===== config.mk =====
export PLATFORM = sky130hd
export DESIGN_NAME = card_supply_class_sequencer
export DESIGN_NICKNAME = d
export VERILOG_FILES = /design/src/hw/card_supply_class_sequencer.v /design/src/hw/card_clk_div.v /design/src/hw/io_sync.v
export VERILOG_INCLUDE_DIRS = /design/src /design/src/hw
export SDC_FILE = /design/constraint.sdc
export NUM_CORES = 1
export LEC_CHECK = 0
export BUFFER_PORTS_ARGS = -buffer_cell sky130_fd_sc_hd__clkbuf_2
export CAP_MARGIN = 20
export CORE_ASPECT_RATIO = 0.7
export CORE_MARGIN = 5
export CORE_UTILIZATION = 60
export DETAILED_ROUTE_END_ITERATION = 8
export MAX_ROUTING_LAYER = met4
export PLACE_DENSITY_LB_ADDON = 0.1
export REMOVE_ABC_BUFFERS = 1
export SLEW_MARGIN = 20
export SYNTH_ARGS = -nofsm -noshare
export SYNTH_HDL_FRONTEND = slang
export SYNTH_SLANG_ARGS = --single-unit

===== constraint.sdc =====
create_clock -name clk_i -period 9.3 [get_ports clk_i]
set_input_delay 1.395 -clock clk_i [delete_from_list [all_inputs] [get_ports clk_i]]
set_output_delay 1.395 -clock clk_i [all_outputs]
set_load 0.02 [all_outputs]

===== src/hw/supply_seq_defs.vh =====
`ifndef SUPPLY_SEQ_DEFS_VH
`define SUPPLY_SEQ_DEFS_VH
// ==========================================================================
// Register offsets (byte addresses, one word each).
`define REG_CTRL 4'h0
`define REG_STATUS 4'h4
`define REG_EVENT 4'h8
`define REG_MASK 4'hC
// ==========================================================================
// Control register fields.
`define CTRL_START 0
`define CTRL_RETRY_UP 1
`define CTRL_TERM_CLASSES 4:2
`define CTRL_DIV 15:8
// ==========================================================================
// Class bit positions in the class field.
`define CLASS_A 0
`define CLASS_B 1
`define CLASS_C 2
// ==========================================================================
// Event bits.
`define EV_ACCEPT 0
`define EV_REJECT 1
`define EV_NO_ATR 2
`define EV_CORRUPT 3
`define EV_RESELECT 4
// ==========================================================================
// Reset values and timing.
`define CTRL_RESET 32'h0000_0A1C
`define CORRUPT_LIMIT 2'h3
`define RST_LOW_CYCLES 16'h0190
`define ATR_TIMEOUT_CLKS 16'h9C40
`define CLK_DIV_MIN 8'h05
`define CLK_DIV_MAX 8'h19
`endif


===== src/hw/card_supply_class_sequencer.v =====
`timescale 1ns/1ns
`default_nettype none
`include "supply_seq_defs.vh"
module card_supply_class_sequencer #(
  parameter [15:0] ATR_TIMEOUT = `ATR_TIMEOUT_CLKS,
  parameter [15:0] RST_LOW = `RST_LOW_CYCLES
) (
  input wire clk_i,
  input wire rst_i,
  input wire cyc_i,
  input wire stb_i,
  input wire we_i,
  input wire [3:0] adr_i,
  input wire [3:0] sel_i,
  input wire [31:0] dat_i,
  output reg [31:0] dat_o,
  output reg ack_o,
  output wire irq_o,
  output reg [2:0] vcc_sel_o,
  output reg card_rst_o,
  output wire card_clk_o,
  input wire card_io_i,
  input wire atr_done_i,
  input wire atr_bad_i,
  input wire atr_class_valid_i,
  input wire [5:0] atr_class_i,
  output reg card_active_o,
  output reg select_done_o
);
  // ========================================================================
  // States.
  localparam [2:0] S_IDLE = 3'h0;
  localparam [2:0] S_POWER = 3'h1;
  localparam [2:0] S_WAIT = 3'h2;
  localparam [2:0] S_ANSWER = 3'h3;
  localparam [2:0] S_OFF = 3'h4;
  localparam [2:0] S_ACCEPT = 3'h5;
  localparam [2:0] S_REJECT = 3'h6;

  reg [31:0] ctrl_r;
  reg [4:0] event_r;
  reg [4:0] mask_r;
  reg [2:0] state_r;
  reg [2:0] class_r;
  reg [2:0] next_class_r;
  reg [1:0] corrupt_r;
  reg first_r;
  reg [15:0] cnt_r;
  reg [4:0] ev_set;
  reg [2:0] state_nxt;
  reg [2:0] class_nxt;
  reg [2:0] next_class_nxt;
  reg [1:0] corrupt_nxt;
  reg first_nxt;
  reg [15:0] cnt_nxt;

  wire io_q;
  wire io_fall;
  wire clk_rise;
  wire clk_run = (state_r == S_POWER) || (state_r == S_WAIT) || (state_r == S_ANSWER) ||
                 (state_r == S_ACCEPT);
  wire [2:0] term_classes = ctrl_r[`CTRL_TERM_CLASSES];
  wire [7:0] div_raw = ctrl_r[`CTRL_DIV];
  wire [7:0] div_half = (div_raw < `CLK_DIV_MIN) ? `CLK_DIV_MIN :
                        (div_raw > `CLK_DIV_MAX) ? `CLK_DIV_MAX : div_raw;

  // ========================================================================
  // Class helpers: highest set bit (lowest voltage class), and next class above the current one.
  function [2:0] lowest;
    input [2:0] m;
    begin
      if (m[`CLASS_C]) begin
        lowest = 3'h4;
      end else if (m[`CLASS_B]) begin
        lowest = 3'h2;
      end else if (m[`CLASS_A]) begin
        lowest = 3'h1;
      end else begin
        lowest = 3'h0;
      end
    end
  endfunction

  // Higher voltage means lower bit index: C (1.8 V) -> B (3 V) -> A (5 V).
  function [2:0] step_up;
    input [2:0] c;
    input [2:0] m;
    begin
      step_up = (c >> 1) & m;
    end
  endfunction

  function contiguous;
    input [2:0] m;
    begin
      contiguous = (m != 3'h5) && (m != 3'h0);
    end
  endfunction

  card_clk_div u_div (
    .clk_i(clk_i),
    .rst_i(rst_i),
    .run_i(clk_run),
    .half_i(div_half),
    .card_clk_o(card_clk_o),
    .rise_o(clk_rise)
  );

  io_sync u_io (
    .clk_i(clk_i),
    .rst_i(rst_i),
    .d_i(card_io_i),
    .q_o(io_q),
    .fall_o(io_fall)
  );

  // ========================================================================
  // Sequencer.
  wire [2:0] card_set = atr_class_i[2:0];
  wire [2:0] common = card_set & term_classes;
  always @* begin
    state_nxt = state_r;
    class_nxt = class_r;
    next_class_nxt = next_class_r;
    corrupt_nxt = corrupt_r;
    first_nxt = first_r;
    cnt_nxt = cnt_r;
    ev_set = 5'h00;
    case (state_r)
      S_IDLE: begin
        if (ctrl_r[`CTRL_START] && term_classes != 3'h0) begin
          class_nxt = lowest(term_classes);
          corrupt_nxt = 2'h0;
          first_nxt = 1'b1;
          cnt_nxt = 16'h0000;
          state_nxt = S_POWER;
        end
      end
      S_POWER: begin
        // Reset held low for a fixed count of card clocks.
        if (clk_rise) begin
          cnt_nxt = cnt_r + 16'h0001;
          if (cnt_r + 16'h0001 >= RST_LOW) begin
            cnt_nxt = 16'h0000;
            state_nxt = S_WAIT;
          end
        end
      end
      S_WAIT: begin
        if (io_fall) begin
          state_nxt = S_ANSWER;
        end else if (clk_rise) begin
          cnt_nxt = cnt_r + 16'h0001;
          if (cnt_r + 16'h0001 >= ATR_TIMEOUT) begin
            ev_set[`EV_NO_ATR] = 1'b1;
            next_class_nxt = step_up(class_r, term_classes);
            state_nxt = S_OFF;
          end
        end
      end
      S_ANSWER: begin
        if (atr_done_i) begin
          if (atr_bad_i) begin
            ev_set[`EV_CORRUPT] = 1'b1;
            corrupt_nxt = corrupt_r + 2'h1;
            next_class_nxt = class_r;
            if (corrupt_r + 2'h1 >= `CORRUPT_LIMIT) begin
              corrupt_nxt = 2'h0;
              next_class_nxt = ctrl_r[`CTRL_RETRY_UP] ?
                               step_up(class_r, term_classes) : 3'h0;
            end
            state_nxt = S_OFF;
          end else if (first_r && atr_class_valid_i && ((card_set & class_r) == 3'h0)) begin
            if (contiguous(card_set) && common != 3'h0) begin
              ev_set[`EV_RESELECT] = 1'b1;
              next_class_nxt = lowest(common);
            end else begin
              next_class_nxt = 3'h0;
            end
            state_nxt = S_OFF;
          end else begin
            ev_set[`EV_ACCEPT] = 1'b1;
            state_nxt = S_ACCEPT;
          end
        end
      end
      S_OFF: begin
        first_nxt = 1'b0;
        cnt_nxt = 16'h0000;
        if (next_class_r == 3'h0) begin
          ev_set[`EV_REJECT] = 1'b1;
          state_nxt = S_REJECT;
        end else begin
          class_nxt = next_class_r;
          state_nxt = S_POWER;
        end
      end
      S_ACCEPT, S_REJECT: begin
        if (!ctrl_r[`CTRL_START]) begin
          state_nxt = S_IDLE;
        end
      end
      default: begin
        state_nxt = S_IDLE;
      end
    endcase
  end

  always @(posedge clk_i) begin
    if (rst_i) begin
      state_r <= S_IDLE;
      class_r <= 3'h0;
      next_class_r <= 3'h0;
      corrupt_r <= 2'h0;
      first_r <= 1'b0;
      cnt_r <= 16'h0000;
      vcc_sel_o <= 3'h0;
      card_rst_o <= 1'b0;
      card_active_o <= 1'b0;
      select_done_o <= 1'b0;
    end else begin
      state_r <= state_nxt;
      class_r <= class_nxt;
      next_class_r <= next_class_nxt;
      corrupt_r <= corrupt_nxt;
      first_r <= first_nxt;
      cnt_r <= cnt_nxt;
      vcc_sel_o <= (state_nxt == S_POWER || state_nxt == S_WAIT ||
                    state_nxt == S_ANSWER || state_nxt == S_ACCEPT) ? class_nxt : 3'h0;
      card_rst_o <= (state_nxt == S_WAIT) || (state_nxt == S_ANSWER) ||
                    (state_nxt == S_ACCEPT);
      card_active_o <= (state_nxt == S_ACCEPT);
      // Nothing else may start on the card until selection is over.
      select_done_o <= (state_nxt == S_ACCEPT) || (state_nxt == S_REJECT);
    end
  end

  // ========================================================================
  // Wishbone slave, one wait state; all reads answered, unmapped read as zero.
  wire req = cyc_i && stb_i && !ack_o;
  wire rd_event = req && !we_i && (adr_i == `REG_EVENT);
  always @(posedge clk_i) begin
    if (rst_i) begin
      ack_o <= 1'b0;
      dat_o <= 32'h0000_0000;
      ctrl_r <= `CTRL_RESET;
      mask_r <= 5'h00;
      event_r <= 5'h00;
    end else begin
      ack_o <= req;
      // A new event wins over the read that clears it.
      event_r <= (rd_event ? 5'h00 : event_r) | ev_set;
      if (req && we_i) begin
        if (adr_i == `REG_CTRL) begin
          if (sel_i[0]) ctrl_r[7:0] <= dat_i[7:0];
          if (sel_i[1]) ctrl_r[15:8] <= dat_i[15:8];
        end
        if (adr_i == `REG_MASK && sel_i[0]) begin
          mask_r <= dat_i[4:0];
        end
      end
      if (req && !we_i) begin
        case (adr_i)
          `REG_CTRL: dat_o <= {16'h0000, ctrl_r[15:0]};
          `REG_STATUS: dat_o <= {16'h0000, io_q, 2'h0, corrupt_r, first_r, 1'b0,
                                 card_active_o, 2'h0, class_r, state_r};
          `REG_EVENT: dat_o <= {27'h0000000, event_r};
          `REG_MASK: dat_o <= {27'h0000000, mask_r};
          default: dat_o <= 32'h0000_0000;
        endcase
      end
    end
  end

  assign irq_o = |(event_r & mask_r);
endmodule // card_supply_class_sequencer
`default_nettype wire


===== src/hw/card_clk_div.v =====
`timescale 1ns/1ns
`default_nettype none
// ==========================================================================
// Card clock divider with an even half period, so the duty cycle is 50 %.
module card_clk_div (
  input wire clk_i,
  input wire rst_i,
  input wire run_i,
  input wire [7:0] half_i,
  output wire card_clk_o,
  output wire rise_o
);
  reg [7:0] cnt_r;
  reg clk_r;
  wire wrap = (cnt_r + 8'h01 >= half_i);
  always @(posedge clk_i) begin
    if (rst_i || !run_i) begin
      cnt_r <= 8'h00;
      clk_r <= 1'b0;
    end else if (wrap) begin
      cnt_r <= 8'h00;
      clk_r <= ~clk_r;
    end else begin
      cnt_r <= cnt_r + 8'h01;
    end
  end
  // Gated by run so the clock stops low in the cycle the supply drops.
  assign card_clk_o = clk_r && run_i;
  assign rise_o = run_i && wrap && !clk_r;
endmodule // card_clk_div
`default_nettype wire


===== src/hw/io_sync.v =====
`timescale 1ns/1ns
`default_nettype none
// ==========================================================================
// Three-stage synchroniser; the level changes when stages two and three agree.
module io_sync (
  input wire clk_i,
  input wire rst_i,
  input wire d_i,
  output wire q_o,
  output wire fall_o
);
  reg s1_r;
  reg s2_r;
  reg s3_r;
  reg q_r;
  always @(posedge clk_i) begin
    if (rst_i) begin
      s1_r <= 1'b1;
      s2_r <= 1'b1;
      s3_r <= 1'b1;
      q_r <= 1'b1;
    end else begin
      s1_r <= d_i;
      s2_r <= s1_r;
      s3_r <= s2_r;
      if (s2_r == s3_r) begin
        q_r <= s3_r;
      end
    end
  end
  assign q_o = q_r;
  assign fall_o = q_r && (s2_r == s3_r) && !s3_r;
endmodule // io_sync
`default_nettype wire


==> run metrics <==
asr flop ratio synth=0; I/O Buffers=58; worst path bufs/invs=0; CP endpoint kind=flip-flop; pwr dens=145.7 nW/um2; Worst Slack Setup Final=5.297 ns; CP top delay family=compound AO/OA/AOI/OAI gates; Placer Congestion=0.9056; Clock transition at path regs=0.06 ns; arrival time worst endpoint=4.19 ns; worst slew pin tran=0.9711 ns; endpoints failing setup=0; Layout area overhead=9.483%; Slew Limit Headroom=0.3517; Achievable Freq=249.8 MHz; Hold WC Path Type=reg2reg; CTS Buf Count=9; Post-synth top flop=dfxtp_1; Slew Viols, Final=0; final hold viol count=0; post-cts sizing count=0; pre-CTS setup slack=5.385 ns; worst-path cell chain=or3_1, or4_1, ha_1, nand2b_1, a2111oi_0, o32a_2, o32a_1, nor4_1, o21ai_0, a21oi_1; slowest cell delay on critical path=0.83 ns; Post-DP HPWL=9.020 mm; IO Pins=96; final non-filler cell area=5562 um2; synthesis warning total=0; fin util=0.6670; number of max-cap violations=0; Die W=120.0 um; Synth Instances=624; drt wl/cell=16.38 um; setup TNS=0 ns; diodes inserted=0; Worst IR Drop VDD=0.1364 mV; Critical R2R Launch=ctrl_r[15]; clock buffer depth=2; clock sinks=90; vias in the first global route=4286; initial antenna violation count=0; Die ar.=10440 um2; Fillers=690; number of synthesized flops with an enable pin=0; placed cell count=749; first-pass GRT wire length=20.99 mm; slowest stage cell, crit path=o32a_1; Placed Area=5259 um2; DRC Markers=0; Startpoint Class=flip-flop; Final Cycle Share=0.4304; hold buffers post-CTS=0; register bit total from synthesis=90; Non-Filler Instances=765; Initial Utilization=0.6092; core outline area=8338 um2; largest net degree at the start of global routing=82; mapped cell area=5080 um2; status=complete, no violations; Final ANT Viol Nets=0; R2R setup slack=5.30 ns; CTS H-tree depth=3; vias per cell=6.129; Tmin final=4.003 ns; 1st-pass router iterations=6; total power draw=810.1 uW; worst-path fanout max=25; critical path class=reg2reg; # Post-CTS Setup Buffers=0; Vias=4689; total wire length=12.53 mm; share of layout cells above drive strength 1=0.1636; Worst EP required=9.48 ns; syn_area_per_cell=8.141 um2; Iteration-0 DRC Markers=420; FP Rows=28; Synth cell types=78; sequential fraction of the synthesis area=0.3547; grt total ovfl=0; hold_ws=0.4322 ns; Die Ht=86.99 um; Setup Skew=0.01138 ns; Tot GR Track Use=0.2543; Clk Tree Root Cell=clkbuf_16; NumNets Final=721; Worst Hold Launch=u_io.s1_r; Static Leak=2.259 nW; Clock Latency Late Sink=0.34 ns; CTS tree=yes; CP startpoint=ctrl_r[15]; RSZ-0062 raised after global routing=no
cell usage in the layout, fill, tap and decap left out, drive strengths merged, types with 4 or more instances in the layout:
| master | n |
|---|---|
| a211o | 7 |
| a211oi | 4 |
| a21boi | 7 |
| a21oi | 47 |
| a22oi | 22 |
| a31oi | 10 |
| and3 | 10 |
| clkbuf | 69 |
| conb | 19 |
| dfxtp | 90 |
| ha | 11 |
| inv | 13 |
| mux2 | 6 |
| mux2i | 17 |
| nand2 | 59 |
| nand2b | 11 |
| nand3 | 25 |
| nand4 | 11 |
| nor2 | 80 |
| nor2b | 8 |
| nor3 | 10 |
| nor3b | 6 |
| nor4 | 10 |
| o21a | 6 |
| o21ai | 17 |
| o21bai | 4 |
| o31a | 5 |
| or2 | 8 |
| or3 | 7 |
| or4 | 5 |
| xnor2 | 5 |
| xor2 | 6 |
logic make-up (layout without fill, tap and decap cells):
group,count (synthesis),after routing,share of synthesized area
simple gates,263,263,0.2685
compound gates,156,156,0.2086
flops,90,90,0.3547
buf+inv,68,87,0.07389
mux,23,23,0.04680
fa+ha+maj,11,11,0.02709
xor+xnor,11,11,0.01897
other cells,2,19,0.001478
per-layer routing:
| layer | global-route usage | vias to the layer above | routed length, um |
|---|---|---|---|
| met5 | - | - | 0 |
| met2 | 0.3792 | 193 | 5401 |
| met1 | 0.3554 | 2201 | 6061 |
| met3 | 0.05130 | 14 | 932 |
| li1 | - | 2281 | - |
| met4 | 0.06237 | 0 | 139 |
layout make-up:
type                       count  area [um2]  area share
timing repair buffer          60       305.3     0.05489
multi-input combinational    483        2979      0.5357
inverter                      11       41.29    0.007424
clock buffer                  11       242.7     0.04364
clock inverter                 5       60.06     0.01080
tap                          105       131.4     0.02362
sequential                    90        1802      0.3240
cell usage after synthesis, drive strengths merged, types with 7 or more instances:
library cell,n,area share
dfxtp,90,0.35
nor2,80,0.059
nand2,59,0.044
a21oi,47,0.047
buf,31,0.046
clkbuf,25,0.018
nand3,25,0.027
a22oi,22,0.033
mux2i,17,0.033
o21ai,17,0.017
ha,11,0.027
inv,11,0.0081
nand2b,11,0.014
nand4,11,0.021
a31oi,10,0.012
and3,10,0.012
nor3,10,0.0099
nor4,10,0.015
nor2b,8,0.0099
or2,8,0.0099
a211o,7,0.012
a21boi,7,0.010
or3,7,0.0096
report_power, final:
part	internal, mW	switching [mW]	total (mW)
registers	0.387	0.00247	0.390
clock network	0.217	0.155	0.372
logic	0.0150	0.0335	0.0486
total	0.619	0.191	0.810
path summary, 6_finish.rpt:
kind                    end  cells after the start
setup / recovery   cnt_r[7]                     10
setup reg to reg   cnt_r[7]                     10
hold / removal    u_io.s2_r                      1
hold reg to reg   u_io.s2_r                      1
registers in the layout, indices dropped and copies added, names as in the netlist, 2 cells and up:
name and cells:
dat_o 16, state_r 3, vcc_sel_o 3, next_class_r 3, corrupt_r 2, ctrl_r 16, event_r 5, cnt_r 16
mask_r 5, u_div.cnt_r 8, class_r 3
worst reg2reg max path, stage by stage, from the launching register on:
cell	delay [ns]
dfxtp_1	0.33
or3_1	0.42
or4_1	0.55
ha_1	0.31
nand2b_1	0.15
a2111oi_0	0.54
o32a_2	0.35
o32a_1	0.83
nor4_1	0.10
o21ai_0	0.19
a21oi_1	0.08
Power figures use the tool's default switching activity.
